$ cat config.mk
export PLATFORM = sky130hd
export DESIGN_NAME = rx_chain_cfg_regs
export DESIGN_NICKNAME = d
export VERILOG_FILES = /design/src/rx_chain_cfg_pkg.sv /design/src/rx_chain_cfg_regs.sv
export SDC_FILE = /design/constraint.sdc
export NUM_CORES = 1
export LEC_CHECK = 0
export BUFFER_PORTS_ARGS = -buffer_cell sky130_fd_sc_hd__buf_2
export CAP_MARGIN = 20
export CORE_ASPECT_RATIO = 1.4
export CORE_UTILIZATION = 55
export CTS_CLUSTER_DIAMETER = 60
export CTS_CLUSTER_SIZE = 24
export DETAILED_ROUTE_END_ITERATION = 12
export PLACE_DENSITY = 0.79
export SETUP_SLACK_MARGIN = 0.3
export SYNTH_ARGS = -nofsm -noshare
export SYNTH_HDL_FRONTEND = slang
export SYNTH_SLANG_ARGS = --single-unit
$ cat constraint.sdc
create_clock -name I_REF_CLK -period 2.7 [get_ports I_REF_CLK]
set_input_delay 0.27 -clock I_REF_CLK [delete_from_list [all_inputs] [get_ports I_REF_CLK]]
set_output_delay 0.27 -clock I_REF_CLK [all_outputs]
set_load 0.03 [all_outputs]
$ cat src/rx_chain_cfg_pkg.sv
// Register map, field positions and encodings of the receive chain configuration bank.
package rx_chain_cfg_pkg;

  localparam int ADDR_W = 8;
  localparam int DATA_W = 16;
  localparam int NUM_CH = 8;

  // ==========================================================================
  // Register offsets
  // ==========================================================================
  localparam logic [ADDR_W-1:0] OFS_INPUT_AMP_TERMINATION_CONTROL = 8'h34;
  localparam logic [ADDR_W-1:0] OFS_CHANNEL_POWER_CONTROL         = 8'h35;
  localparam logic [ADDR_W-1:0] OFS_MIXER_CLOCK_CONFIG            = 8'h36;
  localparam logic [ADDR_W-1:0] OFS_MIXER_PHASE_CH1_TO_4          = 8'h37;
  localparam logic [ADDR_W-1:0] OFS_MIXER_PHASE_CH5_TO_8          = 8'h38;
  localparam logic [ADDR_W-1:0] OFS_PER_CHANNEL_INPUT_GAIN        = 8'h39;
  localparam logic [ADDR_W-1:0] OFS_FILTER_ATTEN_TEST_CONFIG      = 8'h3b;

  // Writable bits of each register; reserved bits store nothing and read zero.
  localparam logic [DATA_W-1:0] MASK_TERMINATION = 16'hf7ff;
  localparam logic [DATA_W-1:0] MASK_POWER       = 16'hfcff;
  localparam logic [DATA_W-1:0] MASK_MIXER_CLOCK = 16'h0f7f;
  localparam logic [DATA_W-1:0] MASK_FULL        = 16'hffff;
  localparam logic [DATA_W-1:0] MASK_FILTER      = 16'h03fc;
  localparam logic [DATA_W-1:0] RESET_VALUE      = 16'h0000;

  // ==========================================================================
  // Field positions
  // ==========================================================================
  localparam int TERM_RES_LSB    = 0;
  localparam int TERM_INDIV_BIT  = 5;
  localparam int TERM_PRESET_LSB = 6;
  localparam int TERM_ENABLE_BIT = 8;
  localparam int COMMON_GAIN_LSB = 13;
  localparam int GAIN_INDIV_BIT  = 15;
  localparam int CH_PD_LSB       = 0;
  localparam int LOW_POWER_BIT   = 10;
  localparam int MID_POWER_BIT   = 11;
  localparam int ATTEN_PD_BIT    = 12;
  localparam int INAMP_PD_BIT    = 13;
  localparam int PARTIAL_PD_BIT  = 14;
  localparam int FULL_PD_BIT     = 15;
  localparam int SUM_GAIN_LSB    = 0;
  localparam int FAST_CLK_BIT    = 5;
  localparam int BASE_CLK_BIT    = 6;
  localparam int PATH_SEL_BIT    = 8;
  localparam int SUM_DIS_N_BIT   = 9;
  localparam int CLK_MODE_LSB    = 10;
  localparam int HPF_LSB         = 2;
  localparam int ATTEN_AMT_LSB   = 4;
  localparam int ATTEN_EN_BIT    = 7;
  localparam int SUM_POWER_BIT   = 8;
  localparam int TEST_ROUTE_BIT  = 9;

  // ==========================================================================
  // Encodings
  // ==========================================================================
  localparam logic [1:0] GAIN_18DB = 2'h0;
  localparam logic [1:0] GAIN_24DB = 2'h1;
  localparam logic [1:0] GAIN_12DB = 2'h2;

  // Mixer clock mode, one-hot: bit0 16x, bit1 8x, bit2 4x, bit3 1x.
  localparam logic [3:0] CLK_MODE_16X = 4'h1;
  localparam logic [3:0] CLK_MODE_8X  = 4'h2;
  localparam logic [3:0] CLK_MODE_4X  = 4'h4;
  localparam logic [3:0] CLK_MODE_1X  = 4'h8;

  // Preset termination resistor patterns (50, 100, 200, 400 ohm) per gain.
  localparam logic [4:0] TERM_24DB [4] = '{5'h01, 5'h02, 5'h04, 5'h08};
  localparam logic [4:0] TERM_18DB [4] = '{5'h07, 5'h0e, 5'h1c, 5'h04};
  localparam logic [4:0] TERM_12DB [4] = '{5'h00, 5'h03, 5'h06, 5'h0c};

endpackage

$ cat src/rx_chain_cfg_regs.sv
// Receive chain configuration register bank with decoded control outputs.
//
// Local design decision: the strobed register port.
`timescale 1ns/10ps
`default_nettype none

module rx_chain_cfg_regs (
  input  wire  logic                                 I_REF_CLK,
  input  wire  logic                                 I_SRST,
  input  wire  logic [rx_chain_cfg_pkg::ADDR_W-1:0]  I_ADDR,
  input  wire  logic [rx_chain_cfg_pkg::DATA_W-1:0]  I_WDATA,
  input  wire  logic                                 I_WR,
  input  wire  logic                                 I_RD,
  output var   logic [rx_chain_cfg_pkg::DATA_W-1:0]  O_RDATA,
  output var   logic [rx_chain_cfg_pkg::NUM_CH-1:0]  O_CHANNEL_POWER_DOWN,
  output var   logic [2*rx_chain_cfg_pkg::NUM_CH-1:0] O_CHANNEL_INPUT_GAIN,
  output var   logic                                 O_LOW_POWER_MODE,
  output var   logic                                 O_MIDDLE_POWER_MODE,
  output var   logic                                 O_LOW_NOISE_MODE,
  output var   logic                                 O_ATTEN_GAINSTAGE_POWER_DOWN,
  output var   logic                                 O_INPUT_AMP_POWER_DOWN,
  output var   logic                                 O_CHAIN_PARTIAL_POWER_DOWN,
  output var   logic                                 O_CHAIN_FULL_POWER_DOWN,
  output var   logic [4:0]                           O_SUMMING_AMP_GAIN_SELECT,
  output var   logic                                 O_FAST_CLOCK_CMOS,
  output var   logic                                 O_BASE_CLOCK_CMOS,
  output var   logic                                 O_CONTINUOUS_WAVE_MODE,
  output var   logic                                 O_SUMMING_AMP_ON,
  output var   logic [3:0]                           O_MIXER_CLOCK_MODE,
  output var   logic [4*rx_chain_cfg_pkg::NUM_CH-1:0] O_CHANNEL_MIXER_PHASE,
  output var   logic [1:0]                           O_HIGHPASS_CORNER_SELECT,
  output var   logic                                 O_DIGITAL_ATTEN_ENABLE,
  output var   logic [2:0]                           O_DIGITAL_ATTEN_AMOUNT,
  output var   logic                                 O_GAINSTAGE_TEST_ROUTE,
  output var   logic [5*rx_chain_cfg_pkg::NUM_CH-1:0] O_TERMINATION_RESISTOR_ENABLE
);
  import rx_chain_cfg_pkg::*;

  // ==========================================================================
  // Register storage
  // ==========================================================================
  logic [DATA_W-1:0] input_amp_termination_control;
  logic [DATA_W-1:0] channel_power_control;
  logic [DATA_W-1:0] mixer_clock_config;
  logic [DATA_W-1:0] mixer_phase_ch1_to_4;
  logic [DATA_W-1:0] mixer_phase_ch5_to_8;
  logic [DATA_W-1:0] per_channel_input_gain;
  logic [DATA_W-1:0] filter_atten_test_config;

  wire hit_term   = (I_ADDR == OFS_INPUT_AMP_TERMINATION_CONTROL);
  wire hit_power  = (I_ADDR == OFS_CHANNEL_POWER_CONTROL);
  wire hit_clock  = (I_ADDR == OFS_MIXER_CLOCK_CONFIG);
  wire hit_phase0 = (I_ADDR == OFS_MIXER_PHASE_CH1_TO_4);
  wire hit_phase1 = (I_ADDR == OFS_MIXER_PHASE_CH5_TO_8);
  wire hit_gain   = (I_ADDR == OFS_PER_CHANNEL_INPUT_GAIN);
  wire hit_filter = (I_ADDR == OFS_FILTER_ATTEN_TEST_CONFIG);

  wire [DATA_W-1:0] read_mux =
      hit_term   ? input_amp_termination_control :
      hit_power  ? channel_power_control :
      hit_clock  ? mixer_clock_config :
      hit_phase0 ? mixer_phase_ch1_to_4 :
      hit_phase1 ? mixer_phase_ch5_to_8 :
      hit_gain   ? per_channel_input_gain :
      hit_filter ? filter_atten_test_config : RESET_VALUE;

  always_ff @(posedge I_REF_CLK) begin
    if (I_SRST) begin
      input_amp_termination_control <= RESET_VALUE;
      channel_power_control         <= RESET_VALUE;
      mixer_clock_config            <= RESET_VALUE;
      mixer_phase_ch1_to_4          <= RESET_VALUE;
      mixer_phase_ch5_to_8          <= RESET_VALUE;
      per_channel_input_gain        <= RESET_VALUE;
      filter_atten_test_config      <= RESET_VALUE;
    end else if (I_WR) begin
      if (hit_term)   input_amp_termination_control <= I_WDATA & MASK_TERMINATION;
      if (hit_power)  channel_power_control         <= I_WDATA & MASK_POWER;
      if (hit_clock)  mixer_clock_config            <= I_WDATA & MASK_MIXER_CLOCK;
      if (hit_phase0) mixer_phase_ch1_to_4          <= I_WDATA & MASK_FULL;
      if (hit_phase1) mixer_phase_ch5_to_8          <= I_WDATA & MASK_FULL;
      if (hit_gain)   per_channel_input_gain        <= I_WDATA & MASK_FULL;
      if (hit_filter) filter_atten_test_config      <= I_WDATA & MASK_FILTER;
    end
  end

  // Read data stand only in the cycle after the strobe; unmapped reads give zero.
  always_ff @(posedge I_REF_CLK) begin
    if (I_SRST) begin
      O_RDATA <= RESET_VALUE;
    end else begin
      O_RDATA <= I_RD ? read_mux : RESET_VALUE;
    end
  end

  // ==========================================================================
  // Field extraction
  // ==========================================================================
  wire       per_channel_gain_enable = input_amp_termination_control[GAIN_INDIV_BIT];
  wire [1:0] common_gain = input_amp_termination_control[COMMON_GAIN_LSB +: 2];
  wire       term_enable = input_amp_termination_control[TERM_ENABLE_BIT];
  wire       term_indiv  = input_amp_termination_control[TERM_INDIV_BIT];
  wire [1:0] term_preset = input_amp_termination_control[TERM_PRESET_LSB +: 2];
  wire [4:0] term_bits   = input_amp_termination_control[TERM_RES_LSB +: 5];

  wire low_power_bit   = channel_power_control[LOW_POWER_BIT];
  wire middle_power_select = channel_power_control[MID_POWER_BIT];
  wire partial_pd_bit  = channel_power_control[PARTIAL_PD_BIT];
  wire chain_full_power_down = channel_power_control[FULL_PD_BIT];

  wire path_select          = mixer_clock_config[PATH_SEL_BIT];
  wire summing_amp_disable_n = mixer_clock_config[SUM_DIS_N_BIT];
  wire [1:0] mixer_clock_mode = mixer_clock_config[CLK_MODE_LSB +: 2];

  wire       digital_atten_enable = filter_atten_test_config[ATTEN_EN_BIT];
  wire [2:0] digital_atten_amount = filter_atten_test_config[ATTEN_AMT_LSB +: 3];
  wire       summing_amp_power    = filter_atten_test_config[SUM_POWER_BIT];
  wire       gainstage_test_route = filter_atten_test_config[TEST_ROUTE_BIT];

  // ==========================================================================
  // Decoding
  // ==========================================================================
  // Preset patterns approximate the nominal impedance at each gain except 50 ohm at 12 dB, which is high impedance.
  function automatic logic [4:0] term_decode(input logic [1:0] gain, input logic [1:0] preset);
    logic [4:0] pattern;
    pattern = TERM_18DB[preset];
    case (gain)
      GAIN_24DB: pattern = TERM_24DB[preset];
      GAIN_12DB: pattern = TERM_12DB[preset];
      default:   pattern = TERM_18DB[preset];
    endcase
    return pattern;
  endfunction

  logic [2*NUM_CH-1:0] next_gain;
  logic [5*NUM_CH-1:0] next_term;
  always_comb begin
    next_gain = '0;
    next_term = '0;
    for (int ch = 0; ch < NUM_CH; ch++) begin
      next_gain[2*ch +: 2] = per_channel_gain_enable ? per_channel_input_gain[2*ch +: 2]
                                                     : common_gain;
      if (!term_enable) begin
        next_term[5*ch +: 5] = 5'h00;
      end else if (term_indiv) begin
        next_term[5*ch +: 5] = term_bits;
      end else begin
        next_term[5*ch +: 5] = term_decode(next_gain[2*ch +: 2], term_preset);
      end
    end
  end

  // power mode select
  // A conflicting setting of both bits falls back to low noise.
  wire next_low_power = low_power_bit & ~middle_power_select;
  wire next_mid_power = middle_power_select & ~low_power_bit;

  wire next_partial = partial_pd_bit & ~chain_full_power_down;

  // summing amplifier state
  // The test-route power bit is honoured only while in time-gain mode.
  wire next_sum_on = path_select ? ~summing_amp_disable_n
                                 : (gainstage_test_route & summing_amp_power);

  wire [3:0] next_clk_mode = (mixer_clock_mode == 2'h0) ? CLK_MODE_16X :
                             (mixer_clock_mode == 2'h1) ? CLK_MODE_8X :
                             (mixer_clock_mode == 2'h2) ? CLK_MODE_4X : CLK_MODE_1X;

  wire [2:0] next_atten = digital_atten_enable ? digital_atten_amount : 3'h0;

  // ==========================================================================
  // Output registers
  // ==========================================================================
  always_ff @(posedge I_REF_CLK) begin
    if (I_SRST) begin
      O_CHANNEL_POWER_DOWN          <= '0;
      O_CHANNEL_INPUT_GAIN          <= '0;
      O_LOW_POWER_MODE              <= 1'b0;
      O_MIDDLE_POWER_MODE           <= 1'b0;
      O_LOW_NOISE_MODE              <= 1'b1;
      O_ATTEN_GAINSTAGE_POWER_DOWN  <= 1'b0;
      O_INPUT_AMP_POWER_DOWN        <= 1'b0;
      O_CHAIN_PARTIAL_POWER_DOWN    <= 1'b0;
      O_CHAIN_FULL_POWER_DOWN       <= 1'b0;
      O_SUMMING_AMP_GAIN_SELECT     <= '0;
      O_FAST_CLOCK_CMOS             <= 1'b0;
      O_BASE_CLOCK_CMOS             <= 1'b1;
      O_CONTINUOUS_WAVE_MODE        <= 1'b0;
      O_SUMMING_AMP_ON              <= 1'b0;
      O_MIXER_CLOCK_MODE            <= CLK_MODE_16X;
      O_CHANNEL_MIXER_PHASE         <= '0;
      O_HIGHPASS_CORNER_SELECT      <= '0;
      O_DIGITAL_ATTEN_ENABLE        <= 1'b0;
      O_DIGITAL_ATTEN_AMOUNT        <= '0;
      O_GAINSTAGE_TEST_ROUTE        <= 1'b0;
      O_TERMINATION_RESISTOR_ENABLE <= '0;
    end else begin
      O_CHANNEL_POWER_DOWN          <= channel_power_control[CH_PD_LSB +: NUM_CH];
      O_CHANNEL_INPUT_GAIN          <= next_gain;
      O_LOW_POWER_MODE              <= next_low_power;
      O_MIDDLE_POWER_MODE           <= next_mid_power;
      O_LOW_NOISE_MODE              <= ~(next_low_power | next_mid_power);
      O_ATTEN_GAINSTAGE_POWER_DOWN  <= channel_power_control[ATTEN_PD_BIT];
      O_INPUT_AMP_POWER_DOWN        <= channel_power_control[INAMP_PD_BIT];
      O_CHAIN_PARTIAL_POWER_DOWN    <= next_partial;
      O_CHAIN_FULL_POWER_DOWN       <= chain_full_power_down;
      O_SUMMING_AMP_GAIN_SELECT     <= mixer_clock_config[SUM_GAIN_LSB +: 5];
      O_FAST_CLOCK_CMOS             <= mixer_clock_config[FAST_CLK_BIT];
      O_BASE_CLOCK_CMOS             <= ~mixer_clock_config[BASE_CLK_BIT];
      O_CONTINUOUS_WAVE_MODE        <= path_select;
      O_SUMMING_AMP_ON              <= next_sum_on;
      O_MIXER_CLOCK_MODE            <= next_clk_mode;
      O_CHANNEL_MIXER_PHASE         <= {mixer_phase_ch5_to_8, mixer_phase_ch1_to_4};
      O_HIGHPASS_CORNER_SELECT      <= filter_atten_test_config[HPF_LSB +: 2];
      O_DIGITAL_ATTEN_ENABLE        <= digital_atten_enable;
      O_DIGITAL_ATTEN_AMOUNT        <= next_atten;
      O_GAINSTAGE_TEST_ROUTE        <= gainstage_test_route;
      O_TERMINATION_RESISTOR_ENABLE <= next_term;
    end
  end
endmodule

`default_nettype wire

==> results.toml <==
[timing]
max_freq_ghz = 0.4678
rsz0062_at_grt = "no"
min_period_ps = 2138
final.setup.tns_ps = 0
worstMarginPinSlew_ps = 689.8
period_share_pct = 79.17
holdWs_ps = 45.01
setup_viol = 0
worst_slack_ps = 562.4
final_max_slew_viol_count = 0
finalHoldViolCount = 0
slew_headroom_pct = 53.95
skew_ps = 15.73

[global_route]
overflow = 0
grt_pass1_vias = 7235
grt_max_degree = 46
top_usage_layer = "met2"
grtUsageMet1_pct = 33.94
grt_use_met3_pct = 4.154
use_met2_pct = 50.07
grt_pass1_wl_um = 39110
antenna_found_initial = 0
grtUsageTotal_pct = 29.11

[drt]
vias_per_cell = 5.795
drtAntennaViolNets = 0
totalWireLength_um = 25430
wire_per_inst_um = 19.33
firstDrtPassIters = 5
drtIter0Drc = 569
vias = 7626
drc = 0

[power]
powerDensity_nw_per_um2 = 555.9
netSwitchingFraction_pct = 22.26
seq_power_share_pct = 59.2
switching_power_mw = 1.303
peakVddDrop_mv = 0.5825
p_leak_nw = 4.796
p_comb_share_pct = 3.5
p_int_mw = 4.550
clkPwrFrac_pct = 37.2

[floorplan]
ioPinCount = 167
dieArea_um2 = 17120
die_height_um = 154.4
core-area_um2 = 16170
num_rows = 55
die_w_um = 110.9
start_util_pct = 56.42

[synth]
yosysWarnings = 0
synth_edf_count = 0
synthFlopType = "dfxtp_1"
syn_inst = 970
synth_fp_nets = 1020
synth-seq-cells = 235
syn_avg_cell_area_um2 = 9.406
async_reset_ff_share_pct = 0
ys_types = 56
syn_area_um2 = 9124
yosysSeqAreaShare_pct = 51.56

[min_path]
holdPathStages = 3
hp-class = "in -> reg"
holdCritStartpoint = "I_WDATA[7]"
min_to = "per_channel_input_gain[7]"

[cells_and_area]
fin_nets = 1165
fin_cells = 1316
diodes = 0
drive_above_1_share_pct = 23.90
fin_util_pct = 65.11
area_growth_pct = 15.40

[place]
place_congestion = 0.9419
portBuffers = 166
dp_slack_ps = 636.1
place_inst = 1298
place_hpwl_um = 18290

[setup_path]
arrival_ps = 2470
r2r-end = "O_TERMINATION_RESISTOR_ENABLE[21]"
rrSetupSlack_ps = 560
start_kind = "register"
crit_type = "reg -> reg"
worstSetupEndpointType = "register"
worstPathRequired_ps = 3040
rr_startpoint = "input_amp_termination_control[14]"
r2r_cells = 8
path_max_fanout = 8

[clock_network]
cts_buffer_depth = 3
numCtsBuffers = 14
holdBufCountCts = 0
cts_tree = "done"
cts.sinks = 235
root_buffer = "clkbuf_16"
htreeDepth = 1
insertion_delay_ps = 490
cts.repair.resized = 0
path_clk_slew_ps = 90
cts_setup_buffers = 0

[run]
cap_violations = 0

[status]
status = "completed"
## worst max path at each step
stage	from	depth (start not counted)	slack (ps)	endpoint
2_1_floorplan	input_amp_termination_control[7]	10	460	O_TERMINATION_RESISTOR_ENABLE[21]
3_5_place_dp	input_amp_termination_control[14]	8	640	O_TERMINATION_RESISTOR_ENABLE[21]
5_1_grt	input_amp_termination_control[14]	7	400	O_TERMINATION_RESISTOR_ENABLE[2]
3_3_place_gp	input_amp_termination_control[14]	7	640	O_TERMINATION_RESISTOR_ENABLE[17]
4_1_cts	input_amp_termination_control[14]	7	610	O_TERMINATION_RESISTOR_ENABLE[37]
6_report	input_amp_termination_control[14]	8	560	O_TERMINATION_RESISTOR_ENABLE[21]
## layout by cell type, fill, tap and decap left out, types with 3 or more instances in the layout
| master | synthesis | routed |
|---|---|---|
| a211o_1 | 8 | 8 |
| a211oi_1 | 4 | 4 |
| a21o_1 | 10 | 10 |
| a21oi_1 | 110 | 110 |
| a21oi_2 | 10 | 10 |
| a221oi_1 | 16 | 16 |
| a22oi_1 | 10 | 10 |
| a31oi_1 | 8 | 8 |
| and2_1 | 6 | 6 |
| and3_1 | 5 | 5 |
| and4_1 | 4 | 4 |
| buf_2 | 18 | 165 |
| buf_4 | 5 | 32 |
| clkbuf_16 | 0 | 15 |
| dfxtp_1 | 235 | 235 |
| ha_1 | 22 | 22 |
| inv_1 | 22 | 22 |
| mux2_2 | 33 | 33 |
| mux2i_1 | 24 | 24 |
| nand2_1 | 142 | 142 |
| nand2b_1 | 10 | 10 |
| nand3_1 | 4 | 4 |
| nand3b_1 | 9 | 9 |
| nand4_1 | 7 | 7 |
| nor2_1 | 61 | 61 |
| nor2b_1 | 70 | 70 |
| nor3_1 | 7 | 7 |
| nor3b_1 | 3 | 3 |
| o21ai_0 | 19 | 19 |
| o21ai_1 | 3 | 3 |
| o221a_2 | 3 | 3 |
| o22a_1 | 4 | 4 |
| o31ai_1 | 3 | 3 |
| o32ai_1 | 6 | 6 |
## cells by family (layout without fill, tap and decap cells)
| group | Yosys count | count (layout) | share of synthesized area [%] |
|---|---|---|---|
| compound gates | 224 | 224 | 15.56 |
| fa+ha+maj | 22 | 22 | 3.017 |
| buf+inv | 92 | 239 | 4.690 |
| flops | 235 | 235 | 51.56 |
| mux | 59 | 59 | 6.953 |
| simple gates | 338 | 338 | 18.21 |
## state kept, by name, summed over array words and instances, names as in the netlist, 2 cells and up
register and cells:
O_CHANNEL_INPUT_GAIN 16, O_CHANNEL_MIXER_PHASE 32, O_CHANNEL_POWER_DOWN 8, O_DIGITAL_ATTEN_AMOUNT 3, O_HIGHPASS_CORNER_SELECT 2, O_MIXER_CLOCK_MODE 4, O_RDATA 16, O_SUMMING_AMP_GAIN_SELECT 5
O_TERMINATION_RESISTOR_ENABLE 40, channel_power_control 14, filter_atten_test_config 8, input_amp_termination_control 15, mixer_clock_config 11, mixer_phase_ch1_to_4 16, mixer_phase_ch5_to_8 16, per_channel_input_gain 16
## Yosys cell counts, types with 8 or more instances
master    number  share of area, %
ha_1          22               3.0
a22oi_1       10              0.82
a221oi_1      16               1.5
mux2_2        33               4.1
a31oi_1        8              0.55
a211o_1        8              0.77
dfxtp_1      235                52
a21oi_2       10              0.96
nor2b_1       70               4.8
o21ai_0       19               1.0
nor2_1        61               2.5
a21oi_1      110               6.0
a21o_1        10              0.82
buf_2         18              0.99
nand2b_1      10              0.69
nand2_1      142               5.8
nand3b_1       9              0.74
inv_1         22              0.91
clkbuf_1      36               1.5
mux2i_1       24               2.6
## power groups by stage
stage / Clock [mW] / Combinational (mW) / Sequential (mW)
floorplan: 0 / 0.117 / 3.55
global placement: 0 / 0.201 / 3.55
detailed placement: 0 / 0.202 / 3.55
CTS: 2.19 / 0.203 / 3.47
global route: 2.32 / 0.217 / 3.47
finish: 2.18 / 0.207 / 3.47
## through the flow
step                      cell area [µm²]  power [mW]
final                               10530       5.852
after global routing                10530       6.011
after CTS                           10530       5.860
after detailed placement            10120       3.751
after global placement              10120       3.750
after floorplan                      9124       3.668
## cell type report
| cell class | count | area (µm²) |
|---|---|---|
| clock buffer | 15 | 375.4 |
| clock inverter | 3 | 36.28 |
| fill | 1340 | 5643 |
| inverter | 23 | 86.33 |
| multi-input combinational | 643 | 3991 |
| sequential | 235 | 4705 |
| tap | 199 | 249.0 |
| timing repair buffer | 198 | 1086 |
## layer usage
| metal | wire length (µm) | vias up |
|---|---|---|
| met1 | 9647 | 3543 |
| met4 | 1662 | 0 |
| met3 | 1838 | 93 |
| met2 | 12290 | 398 |
| li1 | - | 3592 |
| met5 | 0 | - |
## critical path, stage by stage (launching register included)
cell and delay, ps:
dfxtp_1 360, nor2b_1 550, a21oi_1 170, inv_1 90, ha_1 300, a221oi_1 250
a21oi_1 80, nand2_1 80, a21oi_1 100
No activity file was read; power rests on OpenSTA's default activity.
